**src/verilog/fec_pkg.sv**
```systemverilog
// package for the framer error counter block: register map, field
// positions, reset values and timing figures.
// assumes a 100 MHz hclk and a 32-bit AHB-Lite register bus.
package fec_pkg;
  // ==========================================================
  // register byte addresses
  localparam logic [7:0] LINE_HIGH_ADDR = 8'h00;
  localparam logic [7:0] LINE_LOW_ADDR = 8'h04;
  localparam logic [7:0] PATH_HIGH_ADDR = 8'h08;
  localparam logic [7:0] PATH_LOW_ADDR = 8'h0C;
  localparam logic [7:0] OOS_HIGH_ADDR = 8'h10;
  localparam logic [7:0] OOS_LOW_ADDR = 8'h14;
  localparam logic [7:0] FEBE_HIGH_ADDR = 8'h18;
  localparam logic [7:0] FEBE_LOW_ADDR = 8'h1C;
  localparam logic [7:0] CONFIG_ADDR = 8'h20;
  localparam logic [7:0] CONTROL_ADDR = 8'h24;
  localparam logic [7:0] STATUS_ADDR = 8'h28;
  // ==========================================================
  // counter_config_register fields
  localparam int CFG_LINE_SEL_BIT = 0;
  localparam int CFG_OOS_SEL_BIT = 1;
  localparam int CFG_FS_BIT = 2;
  localparam int CFG_UPD_LSB = 4;
  localparam logic [7:0] CONFIG_RESET = 8'h00;
  // control register fields
  localparam int CTL_E1_BIT = 0;
  localparam int CTL_ESF_BIT = 1;
  localparam int CTL_SUBST_BIT = 2;
  localparam int CTL_CRC4_BIT = 3;
  localparam logic [7:0] CONTROL_RESET = 8'h00;
  // status register fields
  localparam int STS_FRESH_BIT = 0;
  localparam int STS_FRAME_LOSS_BIT = 1;
  // ==========================================================
  // update source selection
  localparam logic [1:0] UPD_SECOND = 2'h0;
  localparam logic [1:0] UPD_SUB = 2'h1;
  localparam logic [1:0] UPD_MANUAL = 2'h2;
  localparam logic [1:0] UPD_SHARED = 2'h3;
  // ==========================================================
  // timing: figures in their own unit, counts derived from hclk
  localparam int CLK_MHZ = 100;
  localparam int SECOND_US = 1000000;
  localparam int T1_SUB_US = 42000;
  localparam int E1_SUB_US = 62500;
  localparam int SECOND_CYCLES = SECOND_US * CLK_MHZ;
  localparam int T1_SUB_CYCLES = T1_SUB_US * CLK_MHZ;
  localparam int E1_SUB_CYCLES = E1_SUB_US * CLK_MHZ;
  // excessive zero thresholds
  localparam logic [4:0] ZERO_RUN_PLAIN = 5'h10;
  localparam logic [4:0] ZERO_RUN_SUBST = 5'h08;
  // e-bit frames
  localparam logic [3:0] EBIT_FRAME_A = 4'hD;
  localparam logic [3:0] EBIT_FRAME_B = 4'hF;
  localparam logic [15:0] COUNT_MAX = 16'hFFFF;
endpackage
```
**src/verilog/fec_error_counters.sv**
```systemverilog
// error counter block of one t1/e1 receive framer, with an ahb-lite
// slave for the host.
// assumes the framer event strobes are synchronous to hclk; the
// manual update and shared second inputs come from pins.
// Operation
// - four counters latch on second, 42ms t1, 62.5ms e1 or manual
// - automatic update raises a timer indication for the host
// - counters saturate at maximum and never wrap
// - port two may update from port one second timer or manual
// - two same-polarity marks in a row are one bipolar violation
// - with substitution decoding, valid codewords are not violations
// - e1 select bit one counts code violations, zero counts bpvs
// - t1 excess zeros add 16-zero runs, or 8 with b8zs
// - line counter counts regardless of sync state
// - t1 path counter counts crc-6 in esf, ft errors in d4
// - d4 with config bit 2 also counts fs errors
// - t1 path counter halts while frame loss is high
// - e1 path counts crc-4 errors, halts on fas or crc-4 loss
// - each 16-bit counter reads as high then low register
// - t1 mos mode counts out-of-sync multiframes during frame loss
// - t1 bit-error mode counts ft or fps errors, halts on loss
// - e1 oos counts fas word errors, halts on loss or search
// - e1 crc-4 counts zero e-bits in frames 13, 15
// - frame loss is a live level while unsynchronised
//
// Our own choices: the AHB-Lite interface to the registers and the address map.
`timescale 1ns/100ps
module fec_error_counters
  import fec_pkg::*;
#(
  parameter int SECOND_COUNT = SECOND_CYCLES,
  parameter int T1_SUB_COUNT = T1_SUB_CYCLES,
  parameter int E1_SUB_COUNT = E1_SUB_CYCLES
) (
  input wire logic hclk,
  input wire logic hresetn,
  input wire logic hsel,
  input wire logic [31:0] haddr,
  input wire logic [1:0] htrans,
  input wire logic hwrite,
  input wire logic [2:0] hsize,
  input wire logic [31:0] hwdata,
  input wire logic hready,
  output logic hreadyout,
  output logic [31:0] hrdata,
  output logic hresp,
  input wire logic rx_bit_valid,
  input wire logic rx_mark_pos,
  input wire logic rx_mark_neg,
  input wire logic rx_subst_codeword,
  input wire logic receive_frame_loss,
  input wire logic crc6_error,
  input wire logic terminal_framing_bit_error,
  input wire logic signaling_framing_bit_error,
  input wire logic fps_error,
  input wire logic multiframe_strobe,
  input wire logic crc4_error,
  input wire logic fas_word_error,
  input wire logic fas_sync_loss,
  input wire logic crc4_sync_loss,
  input wire logic multiframe_search,
  input wire logic ebit_strobe,
  input wire logic ebit_value,
  input wire logic [3:0] frame_number,
  input wire logic manual_update_pin,
  input wire logic shared_second_pin,
  output logic second_tick,
  output logic timer_event
);

  // ==========================================================
  // saturating helper, used by all four counters
  function automatic logic [15:0] sat_add(input logic [15:0] v,
                                          input logic inc);
    sat_add = (inc && v != COUNT_MAX) ? v + 16'h0001 : v;
  endfunction

  // ==========================================================
  // register state
  logic [7:0] cfg;
  logic [7:0] ctl;
  logic fresh;
  logic [15:0] run [4];
  logic [15:0] held [4];
  logic [26:0] sec_cnt;
  logic [26:0] sub_cnt;
  logic [2:0] man_sync;
  logic [2:0] shr_sync;
  logic last_pol;
  logic seen_mark;
  logic last_bpv_pol;
  logic seen_bpv;
  logic [4:0] zero_run;

  // ==========================================================
  // mode decode
  wire e1_mode = ctl[CTL_E1_BIT];
  wire esf_mode = ctl[CTL_ESF_BIT];
  wire subst_on = ctl[CTL_SUBST_BIT];
  wire crc4_on = ctl[CTL_CRC4_BIT];
  wire [1:0] upd_sel = cfg[CFG_UPD_LSB +: 2];

  // ==========================================================
  // update timers and sources
  wire sec_wrap = sec_cnt == 27'(SECOND_COUNT - 1);
  wire [26:0] sub_last = e1_mode ? 27'(E1_SUB_COUNT - 1)
                                 : 27'(T1_SUB_COUNT - 1);
  wire sub_wrap = sub_cnt >= sub_last;
  // only the second and third sync stages are looked at
  wire man_edge = man_sync[1] & ~man_sync[2];
  wire shr_edge = shr_sync[1] & ~shr_sync[2];
  wire auto_update = (upd_sel == UPD_SECOND && sec_wrap) ||
                     (upd_sel == UPD_SUB && sub_wrap);
  wire ext_update = (upd_sel == UPD_MANUAL && man_edge) ||
                    (upd_sel == UPD_SHARED && shr_edge);
  wire update = auto_update | ext_update;

  // free-running dividers; the second also feeds the partner port
  always_ff @(posedge hclk or negedge hresetn) begin
    if (!hresetn) begin
      sec_cnt <= 27'h0000000;
      sub_cnt <= 27'h0000000;
      second_tick <= 1'b0;
      timer_event <= 1'b0;
    end else begin
      sec_cnt <= sec_wrap ? 27'h0000000 : sec_cnt + 27'h0000001;
      sub_cnt <= sub_wrap ? 27'h0000000 : sub_cnt + 27'h0000001;
      second_tick <= sec_wrap;
      timer_event <= auto_update;
    end
  end

  // pin synchronisers for the external update sources
  always_ff @(posedge hclk or negedge hresetn) begin
    if (!hresetn) begin
      man_sync <= 3'h0;
      shr_sync <= 3'h0;
    end else begin
      man_sync <= {man_sync[1:0], manual_update_pin};
      shr_sync <= {shr_sync[1:0], shared_second_pin};
    end
  end

  // ==========================================================
  // line code violation detection
  wire is_mark = rx_mark_pos | rx_mark_neg;
  wire mark_ev = rx_bit_valid & is_mark;
  wire bpv = mark_ev & seen_mark & (rx_mark_pos == last_pol);
  wire bpv_counted = bpv & ~(subst_on & rx_subst_codeword);
  wire cv = bpv_counted & seen_bpv & (rx_mark_pos == last_bpv_pol);
  wire [4:0] zero_limit = subst_on ? ZERO_RUN_SUBST : ZERO_RUN_PLAIN;
  // fires once per run, on the zero that reaches the limit
  wire exz = rx_bit_valid & ~is_mark &
             (zero_run == zero_limit - 5'h01);
  wire line_inc = e1_mode ?
                  (cfg[CFG_LINE_SEL_BIT] ? cv : bpv_counted)
                  : (bpv_counted | (cfg[CFG_LINE_SEL_BIT] & exz));

  // polarity history and zero run length; no sync gating at all
  always_ff @(posedge hclk or negedge hresetn) begin
    if (!hresetn) begin
      last_pol <= 1'b0;
      seen_mark <= 1'b0;
      last_bpv_pol <= 1'b0;
      seen_bpv <= 1'b0;
      zero_run <= 5'h00;
    end else if (rx_bit_valid) begin
      if (is_mark) begin
        last_pol <= rx_mark_pos;
        seen_mark <= 1'b1;
        zero_run <= 5'h00;
      end else if (zero_run != zero_limit) begin
        zero_run <= zero_run + 5'h01;
      end
      if (bpv_counted) begin
        last_bpv_pol <= rx_mark_pos;
        seen_bpv <= 1'b1;
      end
    end
  end

  // ==========================================================
  // path, out-of-sync and far-end block error qualification
  wire e1_sync_ok = ~fas_sync_loss & ~crc4_sync_loss;
  wire t1_path = ~receive_frame_loss &
                 (esf_mode ? crc6_error :
                  (terminal_framing_bit_error |
                   (cfg[CFG_FS_BIT] & signaling_framing_bit_error)));
  wire e1_path = e1_sync_ok & crc4_error;
  wire path_inc = e1_mode ? e1_path : t1_path;
  wire t1_oos_bit = ~receive_frame_loss &
                    (esf_mode ? fps_error
                              : terminal_framing_bit_error);
  wire t1_oos_mos = multiframe_strobe & receive_frame_loss;
  wire e1_oos = ~receive_frame_loss & ~fas_sync_loss &
                ~multiframe_search & fas_word_error;
  wire oos_inc = e1_mode ? e1_oos :
                 (cfg[CFG_OOS_SEL_BIT] ? t1_oos_bit : t1_oos_mos);
  wire ebit_frame = frame_number == EBIT_FRAME_A ||
                    frame_number == EBIT_FRAME_B;
  wire febe_inc = e1_mode & crc4_on & e1_sync_ok & ebit_strobe &
                  ~ebit_value & ebit_frame;
  wire [3:0] incs = {febe_inc, oos_inc, path_inc, line_inc};

  // running counts and their latched copies; an event in the update
  // cycle opens the new interval instead of being lost
  always_ff @(posedge hclk or negedge hresetn) begin
    if (!hresetn) begin
      for (int i = 0; i < 4; i++) begin
        run[i] <= 16'h0000;
        held[i] <= 16'h0000;
      end
    end else begin
      for (int i = 0; i < 4; i++) begin
        if (update) begin
          held[i] <= run[i];
          run[i] <= {15'h0000, incs[i]};
        end else begin
          run[i] <= sat_add(run[i], incs[i]);
        end
      end
    end
  end

  // ==========================================================
  // ahb-lite slave, zero wait states, always okay
  logic dp_write;
  logic [7:0] dp_addr;
  wire take = hsel & hready & htrans[1];
  wire [7:0] a_addr = haddr[7:0];
  wire wr_cfg = dp_write && dp_addr == CONFIG_ADDR;
  wire wr_ctl = dp_write && dp_addr == CONTROL_ADDR;
  wire wr_sts = dp_write && dp_addr == STATUS_ADDR;
  logic [7:0] rd_val;

  // read mux; high register of a pair holds bits 15:8
  always_comb begin
    rd_val = 8'h00;
    unique case (a_addr)
      LINE_HIGH_ADDR: rd_val = held[0][15:8];
      LINE_LOW_ADDR: rd_val = held[0][7:0];
      PATH_HIGH_ADDR: rd_val = held[1][15:8];
      PATH_LOW_ADDR: rd_val = held[1][7:0];
      OOS_HIGH_ADDR: rd_val = held[2][15:8];
      OOS_LOW_ADDR: rd_val = held[2][7:0];
      FEBE_HIGH_ADDR: rd_val = held[3][15:8];
      FEBE_LOW_ADDR: rd_val = held[3][7:0];
      CONFIG_ADDR: rd_val = cfg;
      CONTROL_ADDR: rd_val = ctl;
      STATUS_ADDR: rd_val = {6'h00, receive_frame_loss, fresh};
      default: rd_val = 8'h00;
    endcase
  end

  assign hreadyout = 1'b1;
  assign hresp = 1'b0;

  // address phase capture; read data is loaded for the data phase
  always_ff @(posedge hclk or negedge hresetn) begin
    if (!hresetn) begin
      dp_write <= 1'b0;
      dp_addr <= 8'h00;
      hrdata <= 32'h00000000;
    end else if (hready) begin
      dp_write <= take & hwrite;
      dp_addr <= a_addr;
      if (take && !hwrite) begin
        hrdata <= {24'h000000, rd_val};
      end
    end
  end

  // writable registers; fresh is write-one-to-clear, set wins
  always_ff @(posedge hclk or negedge hresetn) begin
    if (!hresetn) begin
      cfg <= CONFIG_RESET;
      ctl <= CONTROL_RESET;
      fresh <= 1'b0;
    end else begin
      if (wr_cfg) begin
        cfg <= hwdata[7:0];
      end
      if (wr_ctl) begin
        ctl <= hwdata[7:0];
      end
      if (auto_update) begin
        fresh <= 1'b1;
      end else if (wr_sts && hwdata[STS_FRESH_BIT]) begin
        fresh <= 1'b0;
      end
    end
  end

  // ==========================================================
  // checks
  // the path count is the one that the long strobe test drives to the top
  property p_saturate;
    @(posedge hclk) disable iff (!hresetn)
    (run[1] == COUNT_MAX && !update) |=> run[1] == COUNT_MAX;
  endproperty
  a_saturate: assert property (p_saturate)
    else $error("path count wrapped");

  property p_latch;
    @(posedge hclk) disable iff (!hresetn)
    update |=> held[1] == $past(run[1]) && run[1] <= 16'h0001;
  endproperty
  a_latch: assert property (p_latch)
    else $error("update did not latch and restart");

  property p_timer;
    @(posedge hclk) disable iff (!hresetn)
    auto_update |=> timer_event && fresh;
  endproperty
  a_timer: assert property (p_timer)
    else $error("timer indication missing");

  property p_t1_path_halt;
    @(posedge hclk) disable iff (!hresetn)
    (!e1_mode && receive_frame_loss && !update) |=>
      run[1] == $past(run[1]);
  endproperty
  a_t1_path_halt: assert property (p_t1_path_halt)
    else $error("t1 path count moved during frame loss");

  property p_e1_path_halt;
    @(posedge hclk) disable iff (!hresetn)
    (e1_mode && (fas_sync_loss || crc4_sync_loss) && !update) |=>
      run[1] == $past(run[1]);
  endproperty
  a_e1_path_halt: assert property (p_e1_path_halt)
    else $error("e1 path counted during sync loss");

  property p_bpv;
    @(posedge hclk) disable iff (!hresetn)
    // symbols arrive at most every other cycle, so allow one idle gap
    (rx_bit_valid && rx_mark_pos && !rx_mark_neg) ##1 !rx_bit_valid ##1
    (rx_bit_valid && rx_mark_pos && !rx_mark_neg && !subst_on &&
     !e1_mode) |-> line_inc;
  endproperty
  a_bpv: assert property (p_bpv)
    else $error("repeated positive mark not counted");

  property p_subst;
    @(posedge hclk) disable iff (!hresetn)
    (subst_on && rx_subst_codeword) |-> !bpv_counted;
  endproperty
  a_subst: assert property (p_subst)
    else $error("substitution codeword counted");

  property p_febe;
    @(posedge hclk) disable iff (!hresetn)
    (!update && !(crc4_on && ebit_strobe && !ebit_value && ebit_frame))
      |=> run[3] == $past(run[3]);
  endproperty
  a_febe: assert property (p_febe)
    else $error("e-bit counted outside frames 13 and 15");

  property p_mos;
    @(posedge hclk) disable iff (!hresetn)
    (!e1_mode && !cfg[CFG_OOS_SEL_BIT] && multiframe_strobe &&
     receive_frame_loss) |-> oos_inc;
  endproperty
  a_mos: assert property (p_mos)
    else $error("out-of-sync multiframe missed");

  property p_manual;
    @(posedge hclk) disable iff (!hresetn)
    (upd_sel == UPD_MANUAL) |-> !auto_update;
  endproperty
  a_manual: assert property (p_manual)
    else $error("automatic update in manual mode");

  c_update: cover property (@(posedge hclk) disable iff (!hresetn)
    update && run[0] != 16'h0000);
  c_sat: cover property (@(posedge hclk) disable iff (!hresetn)
    run[1] == COUNT_MAX);
  c_febe: cover property (@(posedge hclk) disable iff (!hresetn)
    febe_inc);

endmodule

```
**config.mk**
```make
export PLATFORM = sky130hd
export DESIGN_NAME = fec_error_counters
export DESIGN_NICKNAME = d
export VERILOG_FILES = /design/src/verilog/fec_pkg.sv /design/src/verilog/fec_error_counters.sv
export SDC_FILE = /design/constraint.sdc
export NUM_CORES = 1
export LEC_CHECK = 0
export BUFFER_PORTS_ARGS = -buffer_cell sky130_fd_sc_hd__buf_2
export CORE_MARGIN = 8
export CORE_UTILIZATION = 63
export DETAILED_ROUTE_END_ITERATION = 8
export PLACE_DENSITY = 0.85
export SLEW_MARGIN = 30
export SYNTH_ARGS = -nofsm -noshare
export SYNTH_HDL_FRONTEND = slang
export SYNTH_SLANG_ARGS = --single-unit
```
**constraint.sdc**
```tcl
create_clock -name hclk -period 5.4 [get_ports hclk]
set_input_delay 0.54 -clock hclk [delete_from_list [all_inputs] [get_ports hclk]]
set_output_delay 0.54 -clock hclk [all_outputs]
set_load 0.01 [all_outputs]
```
Yosys cells after proc, flatten, opt, wreduce, memory -nomap -nowiden
Cells that the tools add are included.
{ "totals": {"register_bits": 233, "output_inout_bits": 36, "inputBits": 97} }
{ "op_classes": {"n_reduce_logical": 29, "bitwise": 42, "order_cmp": 1, "add_sub_neg": 8, "eq_ne": 27, "mux": 24} }
{ "op_table": {"columns": ["cell", "count"], "rows": [
  ["16-bit two-way mux", 8],
  ["8-bit one-hot mux with 11 select lines", 1],
  ["16-bit by 1-bit adder with 16-bit output, second input constant", 4],
  ["16-bit inequality test, second input constant", 4],
  ["27-bit by 1-bit adder with 27-bit output, second input constant", 2],
  ["27-bit two-way mux", 2],
  ["8-bit by 6-bit equality test with 1-bit output, second input constant", 6],
  ["8-bit by 5-bit equality test with 1-bit output, second input constant", 4],
  ["1-bit AND", 29],
  ["27-bit equality test, second input constant", 1],
  ["27-bit by 23-bit greater-or-equal comparator with 1-bit output", 1],
  ["21-bit two-way mux", 1],
  ["8-bit by 4-bit equality test with 1-bit output, second input constant", 2],
  ["5-bit two-way mux", 3],
  ["1-bit logical AND", 13],
  ["2-bit nonzero test", 6],
  ["1-bit two-way mux", 9],
  ["1-bit NOT", 9],
  ["4-bit equality test, second input constant", 2],
  ["8-bit by 3-bit equality test with 1-bit output, second input constant", 1],
  ["8-bit logical NOT", 1],
  ["2-bit AND reduction", 4],
  ["5-bit by 1-bit adder with 5-bit output, second input constant", 1],
  ["5-bit equality test", 1],
  ["other kinds (9)", 16]
]} }

Depth between registers and ports, before layout
{ "depth": {"ltp_word": 12, "mapped_depth": 12} }

Worst setup path after synthesis
No wires, ideal clock.
{ "synth_timing": {"kind": "register to register", "startpoint": "register ctl[0]", "endpoint": "register run[16] (netlist bit)", "setup_slack_ns": 2.610, "stages_incl_launch_ff": 12, "path_buffers": 2, "synth_period_minus_slack_ns": 2.790, "setup_time_ns": 0.069, "arrival_ns": 2.721, "cell_sequence": "dfrtp_1 -> inv_1 -> ha_1 -> a211oi_1 -> a21oi_1 -> a211oi_1 -> o21ai_1 -> o311a_1 -> buf_2 -> buf_6 -> or3b_2 -> nand3_1"} }
{ "synth_via": {"elab_chain_len": 6, "elab_cells_between_ends": 9} }
{ "synth_lines": {"columns": ["item", "line_no", "rtl"], "rows": [
  ["start: declaration", "fec_error_counters.sv:81", "logic [7:0] ctl;"],
  ["start signal: assignment", "fec_error_counters.sv:284", "ctl <= hwdata[7:0];"],
  ["21-bit two-way mux", "fec_error_counters.sv:106", "wire [26:0] sub_last = e1_mode ? 27'(E1_SUB_COUNT - 1)"],
  ["27-bit by 23-bit greater-or-equal comparator with 1-bit output", "fec_error_counters.sv:108", "wire sub_wrap = sub_cnt >= sub_last;"],
  ["1-bit logical AND", "fec_error_counters.sv:113", "(upd_sel == UPD_SUB && sub_wrap);"],
  ["1-bit logical OR", "fec_error_counters.sv:112", "wire auto_update = (upd_sel == UPD_SECOND && sec_wrap) ||"],
  ["1-bit bitwise OR", "fec_error_counters.sv:116", "wire update = auto_update | ext_update;"],
  ["16-bit two-way mux / 2-bit nonzero test (equally long branches)", null, null],
  ["end signal: indexed assignment", "fec_error_counters.sv:217", "run[i] <= {15'h0000, incs[i]};"],
  ["end signal: indexed assignment", "fec_error_counters.sv:219", "run[i] <= sat_add(run[i], incs[i]);"],
  ["end: declaration", "fec_error_counters.sv:83", "logic [15:0] run [4];"]
]} }
Several ways; a longest one is shown, not always the timed one.
A chain may end at the register's enable or synchronous reset.

Worst setup path after layout
{ "layout_timing": {"startpoint": "register ctl[0]", "endpoint": "register held[8] (netlist bit)"} }
{ "layout_via": {"elab_chain_len": 5} }
{ "layout_lines": {"columns": ["item", "line_no", "rtl"], "rows": [
  ["21-bit two-way mux", "fec_error_counters.sv:106", null],
  ["27-bit by 23-bit greater-or-equal comparator with 1-bit output", "fec_error_counters.sv:108", null],
  ["1-bit logical AND", "fec_error_counters.sv:113", null],
  ["1-bit logical OR", "fec_error_counters.sv:112", null],
  ["1-bit bitwise OR", "fec_error_counters.sv:116", null],
  ["end signal: indexed assignment", "fec_error_counters.sv:216", "held[i] <= run[i];"],
  ["end: declaration", "fec_error_counters.sv:84", "logic [15:0] held [4];"]
]} }
No other way between the ends.

==> results.md <==
- Startpoint types: register
- Largest stage delay, worst path: 0.81 ns
- Hold path cells: 1
- Final hold vios: 0
- Final TNS setup: 0 ns
- Async set-reset flop share out of synthesis: 100.0%
- Top cell type's share of synthesized area: 51.59%
- Input/output buffers: 53
- Max-slew violations: 0
- TritonRoute pass-1 iters: 5
- Most frequent cells in the layout: dfrtp_1, nor2_1, mux2_2
- Power per cell area: 332.3 nW/um^2
- Clock latency on the worst-skew pair: 0.52 ns
- Post-route ant nets: 0
- RSZ-0062 raised after global routing: no
- Clock root cell: clkbuf_16
- DRC viols: 0
- Ant diodes: 0
- Hold Path Class: input port to register
- Worst Path Arrival: about 4.2 ns
- # hold bufs at CTS: 0
- Sequential share of power: 46.7%
- Worst-path cell chain: inv_1 -> ha_1 -> nand4_1 -> nor4b_1 -> a31oi_1 -> o21ai_1 -> o311a_4 -> buf_12 -> mux2_2
- Peak fanout along the critical path: 78
- Area grow syn2layout: 11.48%
- Fmax: 262.1 MHz
- Clk pin slew, worst setup/hold paths: 0.06 ns
- MaxCap Viol Count: 0
- R2r setup slk: about 1.6 ns
- Die Span X: roughly 150 um
- FF-to-FF Start: ctl[0]$_DFFE_PN0P_
- Postcts setup bufs: 0
- Largest net degree at the start of global routing: 127
- Fin area: about 13000 sq um
- Worst hold endpoint: man_sync[0]$_DFF_PN0_
- DRT Wirelength: 24950 um
- Hpwl dp: 17060 um
- Fillcell total: approximately 1200
- CTS H-tree lvls: 1
- Reg-to-Reg End: held[8]$_DFFE_PN0P_
- DR top layer: met5
- Synth warn: 0
- Num CTS Buffers: 24
- Final setup fails: 0
- Worst hold start: manual_update_pin
- Post-synth cell types: 60
- Kind of end point of the critical path: register
- Core area: 17780 sq um
- Share of post-route cells with drive strength above 1: 18.83%
- Number of synthesized flops with an enable pin: 0
- CP required: a little under 6 ns
- Clock share of power: 45.3%
- Internal power: 0.003204 W
- Die area: 22480 sq um
- Synth Flop Type: dfrtp_1
- Cell count after synthesis: 1048
- Post-CTS Resized: 0
- Seq/Total Area, Yosys: 51.59%
- Yosys top cell by area: dfrtp_1
- Worst vdd ir: 0.3077 mV
- Gr usage total: 22.33%
- CTS tree: built
- Clock sink count: 233
- GPL Wtd Cong: 0.9247
- First-pass GRT wire length: between 40000 and 50000 um
- Reg2Reg Depth: 9
- Crit path buffers/inverters: 2
- CP delay by family, top: compound AO/OA/AOI/OAI gates
- Main area contributors after synthesis: dfrtp_1, mux2_2, xor2_1
- Combinational Power Share: 8.0%
- Post-Layout Cell Count: 1344
- Sw Pwr: ~0.00098 W
- Outcome: finished, final reports clean
- Wl on met1: between 10000 and 15000 um
- Actual slew at the worst max-slew pin: 0.9523 ns
- FF+latch count, synth: 233
- Drt wl/cell: ~19 um
- Post-Route Skew: 0.008166 ns
- Vias in the first global route: between 7000 and 8000
- Normalized max-slew margin: between 30% and 40%
- Slowest cell on crit path: o311a_4
- Placed inst area: 11630 sq um
- Metal2 WL: 11930 um
- Grt ovf: 0
- Final #Nets: 1211
- Static Leak: 5.863 nW
- DRT iter0 DRCs: 510
- Syn avg cell area: 10.78 sq um
- Most common cell after layout, fill and taps aside: dfrtp_1
- Vias per cell: 5.933
- I/O Pins: about 130
- Period minus WS final: 3.816 ns
- Routed wl met3: 1412 um
- Worst Path Class, Setup: register to register
- Syn Std Cell Area: 11300 sq um
- Starting Density: 63.57%
- Final Cycle Share: 70.66%
- Switch share: 23.47%
- Row count: a little under 50
- Clk buf depth: 3
- Initial antenna violation count: 1
- Vias: 7974
- Die span in y: between 100 and 150 um
- Cells after DPL: 1298
==> routing by layer <==
metal / GRT usage, % / vias to the layer above
li1: - / 3713
met1: 30.87 / 3983
met2: 35.95 / 221
met3: 3.054 / 55
met4: 7.246 / 2
met5: 0 / -
==> worst max path at each step <==
stage                     cells after the start  slack, ns                from              endpoint
after floorplan                              11       2.61  ctl[0]$_DFFE_PN0P_   run[16]$_DFFE_PN0P_
after global placement                        9       1.69  ctl[0]$_DFFE_PN0P_   held[8]$_DFFE_PN0P_
after detailed placement                      9       1.61  ctl[0]$_DFFE_PN0P_   held[7]$_DFFE_PN0P_
after CTS                                     9       1.57  ctl[0]$_DFFE_PN0P_  held[51]$_DFFE_PN0P_
after global routing                          9       1.35  ctl[0]$_DFFE_PN0P_  held[51]$_DFFE_PN0P_
final                                         9       1.58  ctl[0]$_DFFE_PN0P_   held[8]$_DFFE_PN0P_
==> layout make-up <==
cell class	instances	area [sq um]	share of cell area (%)
clock buffers	31	708.2	5.621
clock inverters	13	220.2	1.748
inverters	18	67.56	0.5362
multi-input cells	759	5116	40.61
flip-flops and latches	233	5831	46.28
well taps	229	286.5	2.274
repair buffers	61	370.4	2.939
==> worst register-to-register path: cells and delay by family (launching register included) <==
kind	cells	cell delay, ns
AOI/OAI and AO/OA	3	1.16
buffers and inverters	2	0.70
DFF	1	0.58
adders and majority gates	1	0.43
and+or+nand+nor	2	0.43
muxes	1	0.40
==> Yosys cell counts (3+ instances only) <==
master	count
nor3b_1	3
nand4b_1	5
a31oi_1	3
a21o_1	6
nor4_1	6
and3_1	26
buf_4	37
a22oi_1	13
a21oi_1	22
o22ai_1	7
and2_1	7
o21ai_0	30
nor2_1	120
xnor2_1	26
nand3_1	46
mux4_2	4
mux2_2	97
nor2b_1	8
nand2b_1	6
nand2_1	93
ha_1	17
nand4_1	29
nand3b_1	3
clkbuf_1	24
mux2i_1	12
inv_1	18
dfrtp_1	233
xor2_1	70
and4_1	8
or3_1	11
a211oi_1	6
nor3_1	12
==> registers in the layout, summed over array words and instances, names as in the netlist <==
register      flops
cfg               8
ctl               8
dp_addr           8
dp_write          1
fresh             1
held             64
hrdata            8
last_bpv_pol      1
last_pol          1
man_sync          3
run              64
sec_cnt          27
second_tick       1
seen_bpv          1
seen_mark         1
shr_sync          3
sub_cnt          27
timer_event       1
zero_run          5
==> kinds of logic (layout without fill, tap and decap cells) <==
| logic type | Yosys count | count (layout) | synth area share [%] |
|---|---|---|---|
| simple gates | 395 | 395 | 17.25 |
| flops | 233 | 233 | 51.59 |
| mux | 113 | 113 | 11.52 |
| compound gates | 108 | 108 | 6.078 |
| xor+xnor | 96 | 96 | 7.439 |
| buf+inv | 84 | 123 | 4.174 |
| fa+ha+maj | 17 | 17 | 1.882 |
| other cells | 2 | 30 | 0.06645 |
==> power by group through the flow <==
| stage | sequential [W] | clock (W) | combinational [W] |
|---|---|---|---|
| after floorplan | 0.00194 | 0 | 0.000247 |
| after CTS | 0.00195 | 0.00192 | 0.000332 |
| after global routing | 0.00197 | 0.00197 | 0.000374 |
| final | 0.00196 | 0.00190 | 0.000334 |
| after detailed placement | 0.00198 | 0 | 0.000328 |
| after global placement | 0.00198 | 0 | 0.000315 |
==> stage by stage <==
step                      utilization [%]  setup WS, ns  power [W]  hold slack [ns]
after floorplan                         -         2.610   0.002191           0.2444
after global placement              65.43         1.691   0.002293           0.3346
after detailed placement            65.43         1.613   0.002312           0.3372
after CTS                           70.65         1.574   0.004204           0.1328
after global routing                70.87         1.352   0.004316           0.1299
final                               70.87         1.584   0.004187           0.1445
Note: power is estimated with default switching activity, not from simulation.
